`config.mk`:
```
export PLATFORM = sky130hd
export DESIGN_NAME = light_sensor_config_control
export DESIGN_NICKNAME = d
export VERILOG_FILES = /design/src/pkg/light_sensor_pkg.sv /design/src/design/light_conv_timer.sv /design/src/design/light_sensor_config_control.sv
export SDC_FILE = /design/constraint.sdc
export NUM_CORES = 1
export LEC_CHECK = 0
export BUFFER_PORTS_ARGS = -buffer_cell sky130_fd_sc_hd__buf_2
export CAP_MARGIN = 20
export CORE_MARGIN = 2
export CORE_UTILIZATION = 35
export CTS_CLUSTER_DIAMETER = 30
export DETAILED_ROUTE_END_ITERATION = 10
export GPL_ROUTABILITY_DRIVEN = 0
export SYNTH_ARGS = -nofsm -noshare
export SYNTH_HDL_FRONTEND = slang
export SYNTH_HIERARCHICAL = 1
export SYNTH_SLANG_ARGS = --single-unit
```
`constraint.sdc`:
```
create_clock -name clk_sys -period 2.9 [get_ports clk_sys]
set_input_delay 0.87 -clock clk_sys [delete_from_list [all_inputs] [get_ports clk_sys]]
set_output_delay 0.87 -clock clk_sys [all_outputs]
set_load 0.01 [all_outputs]
```
`src/pkg/light_sensor_pkg.sv`:
```
// light sensor control package: register map, field layout, timing, carriers
// assumes a 40 MHz system clock and a byte-wide register pointer

package light_sensor_pkg;

    // ------------------------------------------------------------
    // register map
    // ------------------------------------------------------------
    localparam logic [7:0]  RESULT_ADDR   = 8'h00;
    localparam logic [7:0]  CONTROL_ADDR  = 8'h01;
    localparam logic [15:0] CONTROL_RESET = 16'hC810;

    // ------------------------------------------------------------
    // field positions of measurement_control
    // ------------------------------------------------------------
    localparam int RANGE_MSB = 15;
    localparam int RANGE_LSB = 12;
    localparam int INTEG_BIT = 11;
    localparam int MODE_MSB  = 10;
    localparam int MODE_LSB  = 9;
    localparam int OVF_BIT   = 8;
    localparam int DONE_BIT  = 7;
    localparam int LOW_MSB   = 4;

    // ------------------------------------------------------------
    // range codes and operating modes
    // ------------------------------------------------------------
    localparam logic [3:0] RANGE_AUTO = 4'hC;
    localparam logic [3:0] RANGE_MAX  = 4'hB;
    localparam logic [3:0] RANGE_MIN  = 4'h0;

    typedef enum logic [1:0] {
        MODE_SHUTDOWN = 2'b00,
        MODE_SINGLE   = 2'b01,
        MODE_CONT     = 2'b10,
        MODE_CONT_ALT = 2'b11
    } op_mode_t;

    // ------------------------------------------------------------
    // timing
    // ------------------------------------------------------------
    localparam int CLK_HZ        = 40_000_000;
    localparam int SHORT_TIME_MS = 100;
    localparam int LONG_TIME_MS  = 800;
    localparam int SHORT_CYCLES  = SHORT_TIME_MS * (CLK_HZ / 1000);
    localparam int LONG_CYCLES   = LONG_TIME_MS * (CLK_HZ / 1000);

    // ------------------------------------------------------------
    // carriers
    // ------------------------------------------------------------
    typedef struct packed {
        logic        wrEn;
        logic        rdEn;
        logic [7:0]  addr;
        logic [15:0] wrData;
    } reg_req_t;

    typedef struct packed {
        logic        overflow;
        logic [11:0] count;
    } afe_in_t;

    typedef struct packed {
        logic       integrating;
        logic [3:0] range;
    } afe_out_t;

endpackage

```
`src/design/light_conv_timer.sv`:
```
// integration timer: counts one conversion of short or long length
// assumes start and abort are single-cycle pulses from the control block

`timescale 1ns/1ps

module light_conv_timer #(
    parameter int SHORT_CYCLES = light_sensor_pkg::SHORT_CYCLES,
    parameter int LONG_CYCLES  = light_sensor_pkg::LONG_CYCLES
) (
    input  wire logic clk_sys,   // system clock
    input  wire logic reset_n,   // async reset, active low
    input  wire logic start,     // begin a fresh conversion
    input  wire logic abort,     // stop the running conversion
    input  wire logic useLong,   // long integration selected
    output logic      busy,      // conversion running
    output logic      done       // last cycle of a conversion
);
    import light_sensor_pkg::*;

    localparam int CW = $clog2(LONG_CYCLES + 1);

    typedef enum logic {
        T_IDLE = 1'b0,
        T_RUN  = 1'b1
    } timer_state_t;

    timer_state_t   state;
    logic [CW-1:0]  count;
    logic           longSel;
    logic [CW-1:0]  limit;

    if (SHORT_CYCLES < 2 || LONG_CYCLES < SHORT_CYCLES) begin : g_bad
        $error("conversion lengths out of range");
    end

    // ------------------------------------------------------------
    // sequencing
    // ------------------------------------------------------------
    // length is latched at start so a conversion keeps its own setting
    assign limit = longSel ? CW'(LONG_CYCLES - 1) : CW'(SHORT_CYCLES - 1);
    assign busy  = (state == T_RUN);
    // start is left out on purpose: restarts are formed from done, so a
    // term on start here would close a combinational loop; a start from a
    // write while busy always comes with abort, which already blocks done
    assign done  = busy && (count == limit) && !abort;

    // state and cycle count; start restarts even a running conversion
    always_ff @(posedge clk_sys or negedge reset_n) begin
        if (!reset_n) begin
            state   <= T_IDLE;
            count   <= '0;
            longSel <= 1'b0;
        end else if (start) begin
            state   <= T_RUN;
            count   <= '0;
            longSel <= useLong;
        end else if (abort || done) begin
            state <= T_IDLE;
            count <= '0;
        end else if (busy) begin
            count <= count + CW'(1);
        end
    end

    // ------------------------------------------------------------
    // checks
    // ------------------------------------------------------------
    logic [CW-1:0] elapsed;

    // independent cycle count since the last start
    always_ff @(posedge clk_sys or negedge reset_n) begin
        if (!reset_n) begin
            elapsed <= '0;
        end else if (start) begin
            elapsed <= '0;
        end else if (busy) begin
            elapsed <= elapsed + CW'(1);
        end
    end

    chk_conv_length: assert property (
        @(posedge clk_sys) disable iff (!reset_n)
        done |-> elapsed == (longSel ? CW'(LONG_CYCLES - 1) : CW'(SHORT_CYCLES - 1)))
        else $error("conversion length wrong");

endmodule

```
`src/design/light_sensor_config_control.sv`:
```
// measurement control register and conversion sequencing of a light sensor
// assumes a serial bus front end that presents one register access per cycle
// and an integrating converter that reports count and overflow at the end
//
// How it works
// - control write aborts a running conversion immediately
// - write selecting conversion starts fresh with new settings
// - control register at 01h, resets to C810h
// - bits 15:12 select range like result exponent
// - code 1100b ranges automatically, exponent reports choice
// - bit 11: 0 gives 100 ms, 1 800 ms
// - short integration drops low bits on low ranges
// - result layout and weight independent of integration
// - bits 10:9: shutdown, single, continuous twice
// - single-shot code reads back while converting
// - single-shot end clears mode to shutdown
// - bits 8:5 read-only, others writable
// - done flag set at end, cleared by control read or converting write
// - auto overflow below range 1011b raises range and restarts conversion
// - result holds 4-bit exponent, 12-bit count

`timescale 1ns/1ps

module light_sensor_config_control #(
    parameter int SHORT_CYCLES = light_sensor_pkg::SHORT_CYCLES,
    parameter int LONG_CYCLES  = light_sensor_pkg::LONG_CYCLES
) (
    input  wire logic                       clk_sys,  // system clock, 40 MHz
    input  wire logic                       reset_n,  // async reset, active low
    input  wire light_sensor_pkg::reg_req_t regReq,   // register access request
    output logic [15:0]                     rdData,   // read data, registered
    input  wire light_sensor_pkg::afe_in_t  afeIn,    // converter count and overflow
    output light_sensor_pkg::afe_out_t      afeOut    // converter control
);
    import light_sensor_pkg::*;

    // ------------------------------------------------------------
    // state
    // ------------------------------------------------------------
    logic [3:0]  rangeSel;
    logic        integLong;
    op_mode_t    opMode;
    logic [4:0]  lowCfg;
    logic        ovfFlag;
    logic        doneFlag;
    logic        raised;
    logic [3:0]  curRange;
    logic [3:0]  resultExp;
    logic [11:0] resultCount;

    logic        cfgWrite;
    logic        cfgRead;
    op_mode_t    newMode;
    logic [3:0]  newRange;
    logic        autoMode;
    logic        busy;
    logic        convDone;
    logic        rangeUp;
    logic        finalDone;
    logic        startConv;
    logic        abortConv;
    logic [15:0] controlView;

    // drop low bits that a short integration cannot resolve
    function automatic logic [11:0] trimCount(input logic [11:0] raw,
                                              input logic [3:0]  rng,
                                              input logic        longInt);
        logic [11:0] res;
        res = raw;
        if (!longInt) begin
            if (rng == 4'h5) begin
                res = {raw[11:1], 1'h0};
            end else if (rng >= 4'h1 && rng <= 4'h4) begin
                res = {raw[11:2], 2'h0};
            end else if (rng == 4'h0) begin
                res = {raw[11:3], 3'h0};
            end
        end
        return res;
    endfunction

    // ------------------------------------------------------------
    // decode
    // ------------------------------------------------------------
    assign cfgWrite = regReq.wrEn && (regReq.addr == CONTROL_ADDR);
    assign cfgRead  = regReq.rdEn && (regReq.addr == CONTROL_ADDR);
    assign newMode  = op_mode_t'(regReq.wrData[MODE_MSB:MODE_LSB]);
    assign newRange = regReq.wrData[RANGE_MSB:RANGE_LSB];
    assign autoMode = (rangeSel == RANGE_AUTO);

    // auto overflow below top range restarts one range higher
    assign rangeUp   = convDone && !cfgWrite && autoMode && afeIn.overflow
                       && (curRange < RANGE_MAX);
    assign finalDone = convDone && !cfgWrite && !rangeUp;
    // a write kills the conversion; a converting mode restarts it
    assign abortConv = cfgWrite && busy;
    assign startConv = (cfgWrite && newMode != MODE_SHUTDOWN)
                       || rangeUp
                       || (finalDone && opMode[1]);

    light_conv_timer #(
        .SHORT_CYCLES (SHORT_CYCLES),
        .LONG_CYCLES  (LONG_CYCLES)
    ) u_timer (
        .clk_sys (clk_sys),
        .reset_n (reset_n),
        .start   (startConv),
        .abort   (abortConv),
        .useLong (cfgWrite ? regReq.wrData[INTEG_BIT] : integLong),
        .busy    (busy),
        .done    (convDone)
    );

    assign afeOut.integrating = busy;
    assign afeOut.range       = curRange;

    // ------------------------------------------------------------
    // writable settings
    // ------------------------------------------------------------
    // only bits 15:9 and 4:0 are stored from a write
    always_ff @(posedge clk_sys or negedge reset_n) begin
        if (!reset_n) begin
            rangeSel  <= CONTROL_RESET[RANGE_MSB:RANGE_LSB];
            integLong <= CONTROL_RESET[INTEG_BIT];
            lowCfg    <= CONTROL_RESET[LOW_MSB:0];
        end else if (cfgWrite) begin
            rangeSel  <= newRange;
            integLong <= regReq.wrData[INTEG_BIT];
            lowCfg    <= regReq.wrData[LOW_MSB:0];
        end
    end

    // operating mode; single shot falls back to shutdown when it ends
    always_ff @(posedge clk_sys or negedge reset_n) begin
        if (!reset_n) begin
            opMode <= op_mode_t'(CONTROL_RESET[MODE_MSB:MODE_LSB]);
        end else if (cfgWrite) begin
            opMode <= newMode;
        end else if (finalDone && opMode == MODE_SINGLE) begin
            opMode <= MODE_SHUTDOWN;
        end
    end

    // working range: manual code, or auto search from the lowest range
    always_ff @(posedge clk_sys or negedge reset_n) begin
        if (!reset_n) begin
            curRange <= RANGE_MIN;
        end else if (cfgWrite) begin
            curRange <= (newRange == RANGE_AUTO) ? RANGE_MIN : newRange;
        end else if (rangeUp) begin
            curRange <= curRange + 4'h1;
        end
    end

    // ------------------------------------------------------------
    // status flags
    // ------------------------------------------------------------
    // remembers that the current measurement climbed at least one range
    always_ff @(posedge clk_sys or negedge reset_n) begin
        if (!reset_n) begin
            raised <= 1'b0;
        end else if (cfgWrite) begin
            raised <= 1'b0;
        end else if (rangeUp) begin
            raised <= 1'b1;
        end else if (finalDone) begin
            raised <= 1'b0;
        end
    end

    // overflow re-evaluated at the end of every measurement
    always_ff @(posedge clk_sys or negedge reset_n) begin
        if (!reset_n) begin
            ovfFlag <= CONTROL_RESET[OVF_BIT];
        end else if (finalDone) begin
            ovfFlag <= afeIn.overflow || raised;
        end
    end

    // done flag: completion wins over a clear in the same cycle
    always_ff @(posedge clk_sys or negedge reset_n) begin
        if (!reset_n) begin
            doneFlag <= CONTROL_RESET[DONE_BIT];
        end else if (finalDone) begin
            doneFlag <= 1'b1;
        end else if (cfgRead || (cfgWrite && newMode != MODE_SHUTDOWN)) begin
            doneFlag <= 1'b0;
        end
    end

    // ------------------------------------------------------------
    // result word
    // ------------------------------------------------------------
    // exponent is the range used; count weight never depends on integration
    always_ff @(posedge clk_sys or negedge reset_n) begin
        if (!reset_n) begin
            resultExp   <= 4'h0;
            resultCount <= 12'h000;
        end else if (finalDone) begin
            resultExp   <= curRange;
            resultCount <= trimCount(afeIn.count, curRange, integLong);
        end
    end

    // ------------------------------------------------------------
    // read port
    // ------------------------------------------------------------
    assign controlView = {rangeSel, integLong, opMode, ovfFlag, doneFlag,
                          2'h0, lowCfg};

    // read data sampled at the access; unmapped addresses read zero
    always_ff @(posedge clk_sys or negedge reset_n) begin
        if (!reset_n) begin
            rdData <= 16'h0000;
        end else if (regReq.rdEn) begin
            unique case (regReq.addr)
                RESULT_ADDR:  rdData <= {resultExp, resultCount};
                CONTROL_ADDR: rdData <= controlView;
                default:      rdData <= 16'h0000;
            endcase
        end
    end

    // ------------------------------------------------------------
    // checks
    // ------------------------------------------------------------
    logic anyWrite;

    // notes whether the control register was ever written since reset
    always_ff @(posedge clk_sys or negedge reset_n) begin
        if (!reset_n) begin
            anyWrite <= 1'b0;
        end else if (cfgWrite) begin
            anyWrite <= 1'b1;
        end
    end

    chk_reset_settings: assert property (
        @(posedge clk_sys) disable iff (!reset_n)
        !anyWrite |-> (controlView[15:9] == CONTROL_RESET[15:9]
                       && controlView[4:0] == CONTROL_RESET[4:0]))
        else $error("control settings left reset value without a write");

    chk_write_abort: assert property (
        @(posedge clk_sys) disable iff (!reset_n)
        (cfgWrite && busy && newMode == MODE_SHUTDOWN) |=> !busy && !convDone)
        else $error("conversion survived a shutdown write");

    chk_write_restart: assert property (
        @(posedge clk_sys) disable iff (!reset_n)
        (cfgWrite && newMode != MODE_SHUTDOWN) |=> busy && !convDone
            && opMode == $past(newMode))
        else $error("no fresh conversion after a converting write");

    chk_manual_range: assert property (
        @(posedge clk_sys) disable iff (!reset_n)
        (cfgWrite && newRange < RANGE_AUTO) |=> afeOut.range == $past(newRange))
        else $error("manual range not driven");

    chk_auto_raise: assert property (
        @(posedge clk_sys) disable iff (!reset_n)
        rangeUp |=> busy && afeOut.range == $past(curRange) + 4'h1
            && resultCount == $past(resultCount))
        else $error("auto range did not step up");

    chk_single_hold: assert property (
        @(posedge clk_sys) disable iff (!reset_n)
        (opMode == MODE_SINGLE && busy && !convDone && !cfgWrite)
            |=> opMode == MODE_SINGLE)
        else $error("single-shot mode dropped while converting");

    chk_single_clear: assert property (
        @(posedge clk_sys) disable iff (!reset_n)
        (finalDone && opMode == MODE_SINGLE) |=> opMode == MODE_SHUTDOWN && !busy)
        else $error("single-shot did not return to shutdown");

    chk_done_flag: assert property (
        @(posedge clk_sys) disable iff (!reset_n)
        finalDone |=> doneFlag ##1 (doneFlag || $past(cfgRead || cfgWrite)))
        else $error("done flag not set or lost");

    chk_status_ro: assert property (
        @(posedge clk_sys) disable iff (!reset_n)
        (cfgWrite && !finalDone) |=> ovfFlag == $past(ovfFlag))
        else $error("write changed the overflow flag");

endmodule

```
==> run summary <==
Status -> complete, no violations
H-tree Lvls -> 3
Final Hold Fails -> 0
Fmax -> 388 MHz
Pre-CTS setup slack -> 0.0125 ns
Avg Inst Size Synth -> 10.9 um2
Rows -> 38
Via count -> 3,069
Share of layout cells above drive strength 1 -> 29.5%
RSZ-0062 raised after global routing -> false
Slew Limit Fails -> 0
First-pass GRT wire length -> 15,200 um
Startpoint Class -> flip-flop
Worst slew pin tran -> 0.681 ns
Io pins -> 62
Max FO, Critical Path -> 18
Clock slew at reported path FFs -> 0.08 ns
Wire per inst -> 15.8 um
Worst path required time -> 3.14 ns
Power Density -> 626 nW/um2
Clock Tree Buf Depth -> 2
Final setup fails -> 0
Maxcap violations -> 0
Setup TNS -> 0 ns
Die X -> 110 um
Post-synth EDFFs -> 0
Antenna viol nets, final -> 0
Min cycle time layout -> 2.57 ns
Worst setup EP type -> flip-flop
Critical path arrival -> 2.81 ns
Area of the multi-input gates -> 1810 um2
Asr flop ratio synth -> 100%
CTS root buf -> clkbuf_8
Die Area -> 12,000 um2
Crit path cell chain -> ha_1 > nand4_4 > or2_2 > a2111oi_4 > nor2b_4 > buf_4 > nand3_4 > mux2_4
FILL cells -> 1,077
WS Path Type -> reg2reg
DR vias/cell -> 5.38
Global Route Usage Sum -> 16.4%
Flip-flop and latch area -> 1960 um2
Worst slew margin -> 54.0%
Synth Net Count -> 406
Slowest stage cell, crit path -> dfrtp_1
Die height -> 110 um
Post-CTS sizing -> 0
Number of nets in the layout -> 471
Residual DRC -> 0
Area of the core -> 10,900 um2
Number of synthesized register bits -> 78
DRT Pass-1 Iters -> 4
Main synth FF type -> dfrtp_1
Worst R2R Start -> u_timer/count[0]
Distinct cells, synth -> 60
CTS tree -> built
Most frequent cells in the layout -> dfrtp_1 (74), buf_2 (56), nand2_1 (47)
Largest net degree at the start of global routing -> 36
Postcts setup bufs -> 0
Area growth from synthesis to final layout -> 17.7%
Final core utilization -> 42.3%
Hold Crit Class -> in2async
Slowest Stage Delay on Critical Path -> 0.39 ns
Synth warn -> 6
Post-CTS Hold Fix Bufs -> 0
Buffers on Ports -> 57
Final worst slack -> 0.326 ns
Clk_skew -> 0.0111 ns
Period utilization -> 88.8%
Sequential area share after synthesis -> 50.0%
Commonest non-fill, non-tap cell in the layout -> dfrtp_1
Congestion Overflow GR -> 0
Max VDD drop -> 0.224 mV
Initial Util -> 35.9%
Leak pwr -> 2.17 nW
CTS Buf Count -> 9
# diodes -> 0
Post-DP HPWL -> 6410 um
1st-iter DRT viols -> 155
Setup crit start -> u_timer/count[0]
Vias in the first global route -> 3,047
Worst-skew pair later-pin latency -> 0.35 ns
Initial antenna violation count -> 0
Mapped Cells -> 360
Synthesized area -> 3910 um2
Design area -> 4610 um2
Final WL -> 9020 um
CTS Sinks -> 78
Area after DPL -> 4410 um2
[metrics by stage]
stage          hold WS (ns)  power (mW)  instances
3_5_place_dp          0.454        2.08        554
6_report              0.453        2.89        570
3_3_place_gp          0.449        2.06        554
4_1_cts               0.457        2.91        570
2_1_floorplan         0.439        1.88        360
5_1_grt               0.467        3.07        570
[worst paths after layout]
check	to	slack [ns]	depth (start not counted)
max in group asynchronous	rangeSel[3]	1.73	2
setup / recovery	resultCount[11]	0.33	8
hold / removal	rdData[2]	0.45	1
min in group clk_sys	lowCfg[4]	0.47	2
hold reg to reg	lowCfg[4]	0.47	2
setup reg to reg	resultCount[11]	0.33	8
[state kept, by name (all words and copies together) (netlist names)]
| signal | cells |
|---|---|
| opMode | 2 |
| integLong | 1 |
| raised | 1 |
| u_timer/count | 25 |
| u_timer/longSel | 1 |
| ovfFlag | 1 |
| rdData | 16 |
| doneFlag | 1 |
| rangeSel | 4 |
| u_timer/busy | 1 |
| lowCfg | 5 |
| resultExp | 4 |
| curRange | 4 |
| resultCount | 12 |
[worst max-delay path: cells and delay by family (launching register included)]
kind                       cells  cell delay (ns)
DFF                            1             0.39
adders and majority gates      1             0.23
and+or+nand+nor                4             1.00
AOI/OAI and AO/OA              1             0.30
muxes                          1             0.39
buffers and inverters          1             0.16
[area by class of cell]
cell class | instances | share of cell area (%)
multi-input cells | 253 | 39.4
repair buffers | 74 | 9.29
flip-flops and latches | 78 | 42.5
clock inverters | 6 | 1.33
inverters | 9 | 0.733
well taps | 140 | 3.80
clock buffers | 10 | 2.99
[logic make-up (layout without fill, tap and decap cells)]
group / Yosys count / in the layout / synth area share (%)
compound gates: 65 / 65 / 13.2
mux: 18 / 18 / 5.66
xor+xnor: 14 / 14 / 3.13
fa+ha+maj: 5 / 5 / 1.60
buf+inv: 29 / 99 / 3.84
flops: 78 / 78 / 50.0
simple gates: 151 / 151 / 22.5
[metal layers]
layer	up-vias	share of wire, %	global-route usage [%]
met5	-	0	0
met4	0	1.4	7.50
met3	9	4.1	3.08
met2	62	45	24.7
met1	1543	49	23.0
li1	1455	-	-
[power by group]
part	internal, mW	total, mW	switching [mW]
sequential	1.24	1.44	0.199
clock	0.418	0.822	0.404
combinational	0.271	0.626	0.355
[Yosys cell counts, types with 6 or more instances]
cell type / number / share of area, %
dfrtp_1: 74 / 47
nand2_1: 47 / 4.5
nand3_1: 15 / 1.9
nor3_1: 14 / 1.8
nor2b_1: 11 / 1.8
a211oi_1: 10 / 1.9
nor2_1: 10 / 0.96
a221o_1: 9 / 2.3
buf_2: 9 / 1.2
inv_1: 9 / 0.86
mux2_2: 9 / 2.6
a22o_1: 7 / 1.6
o31ai_1: 7 / 1.3
xnor2_1: 7 / 1.6
xor2_1: 7 / 1.6
a21oi_1: 6 / 0.77
mux2_4: 6 / 2.3
o21ai_0: 6 / 0.77
or4_1: 6 / 1.2
No activity file was read; power rests on OpenSTA's default activity.
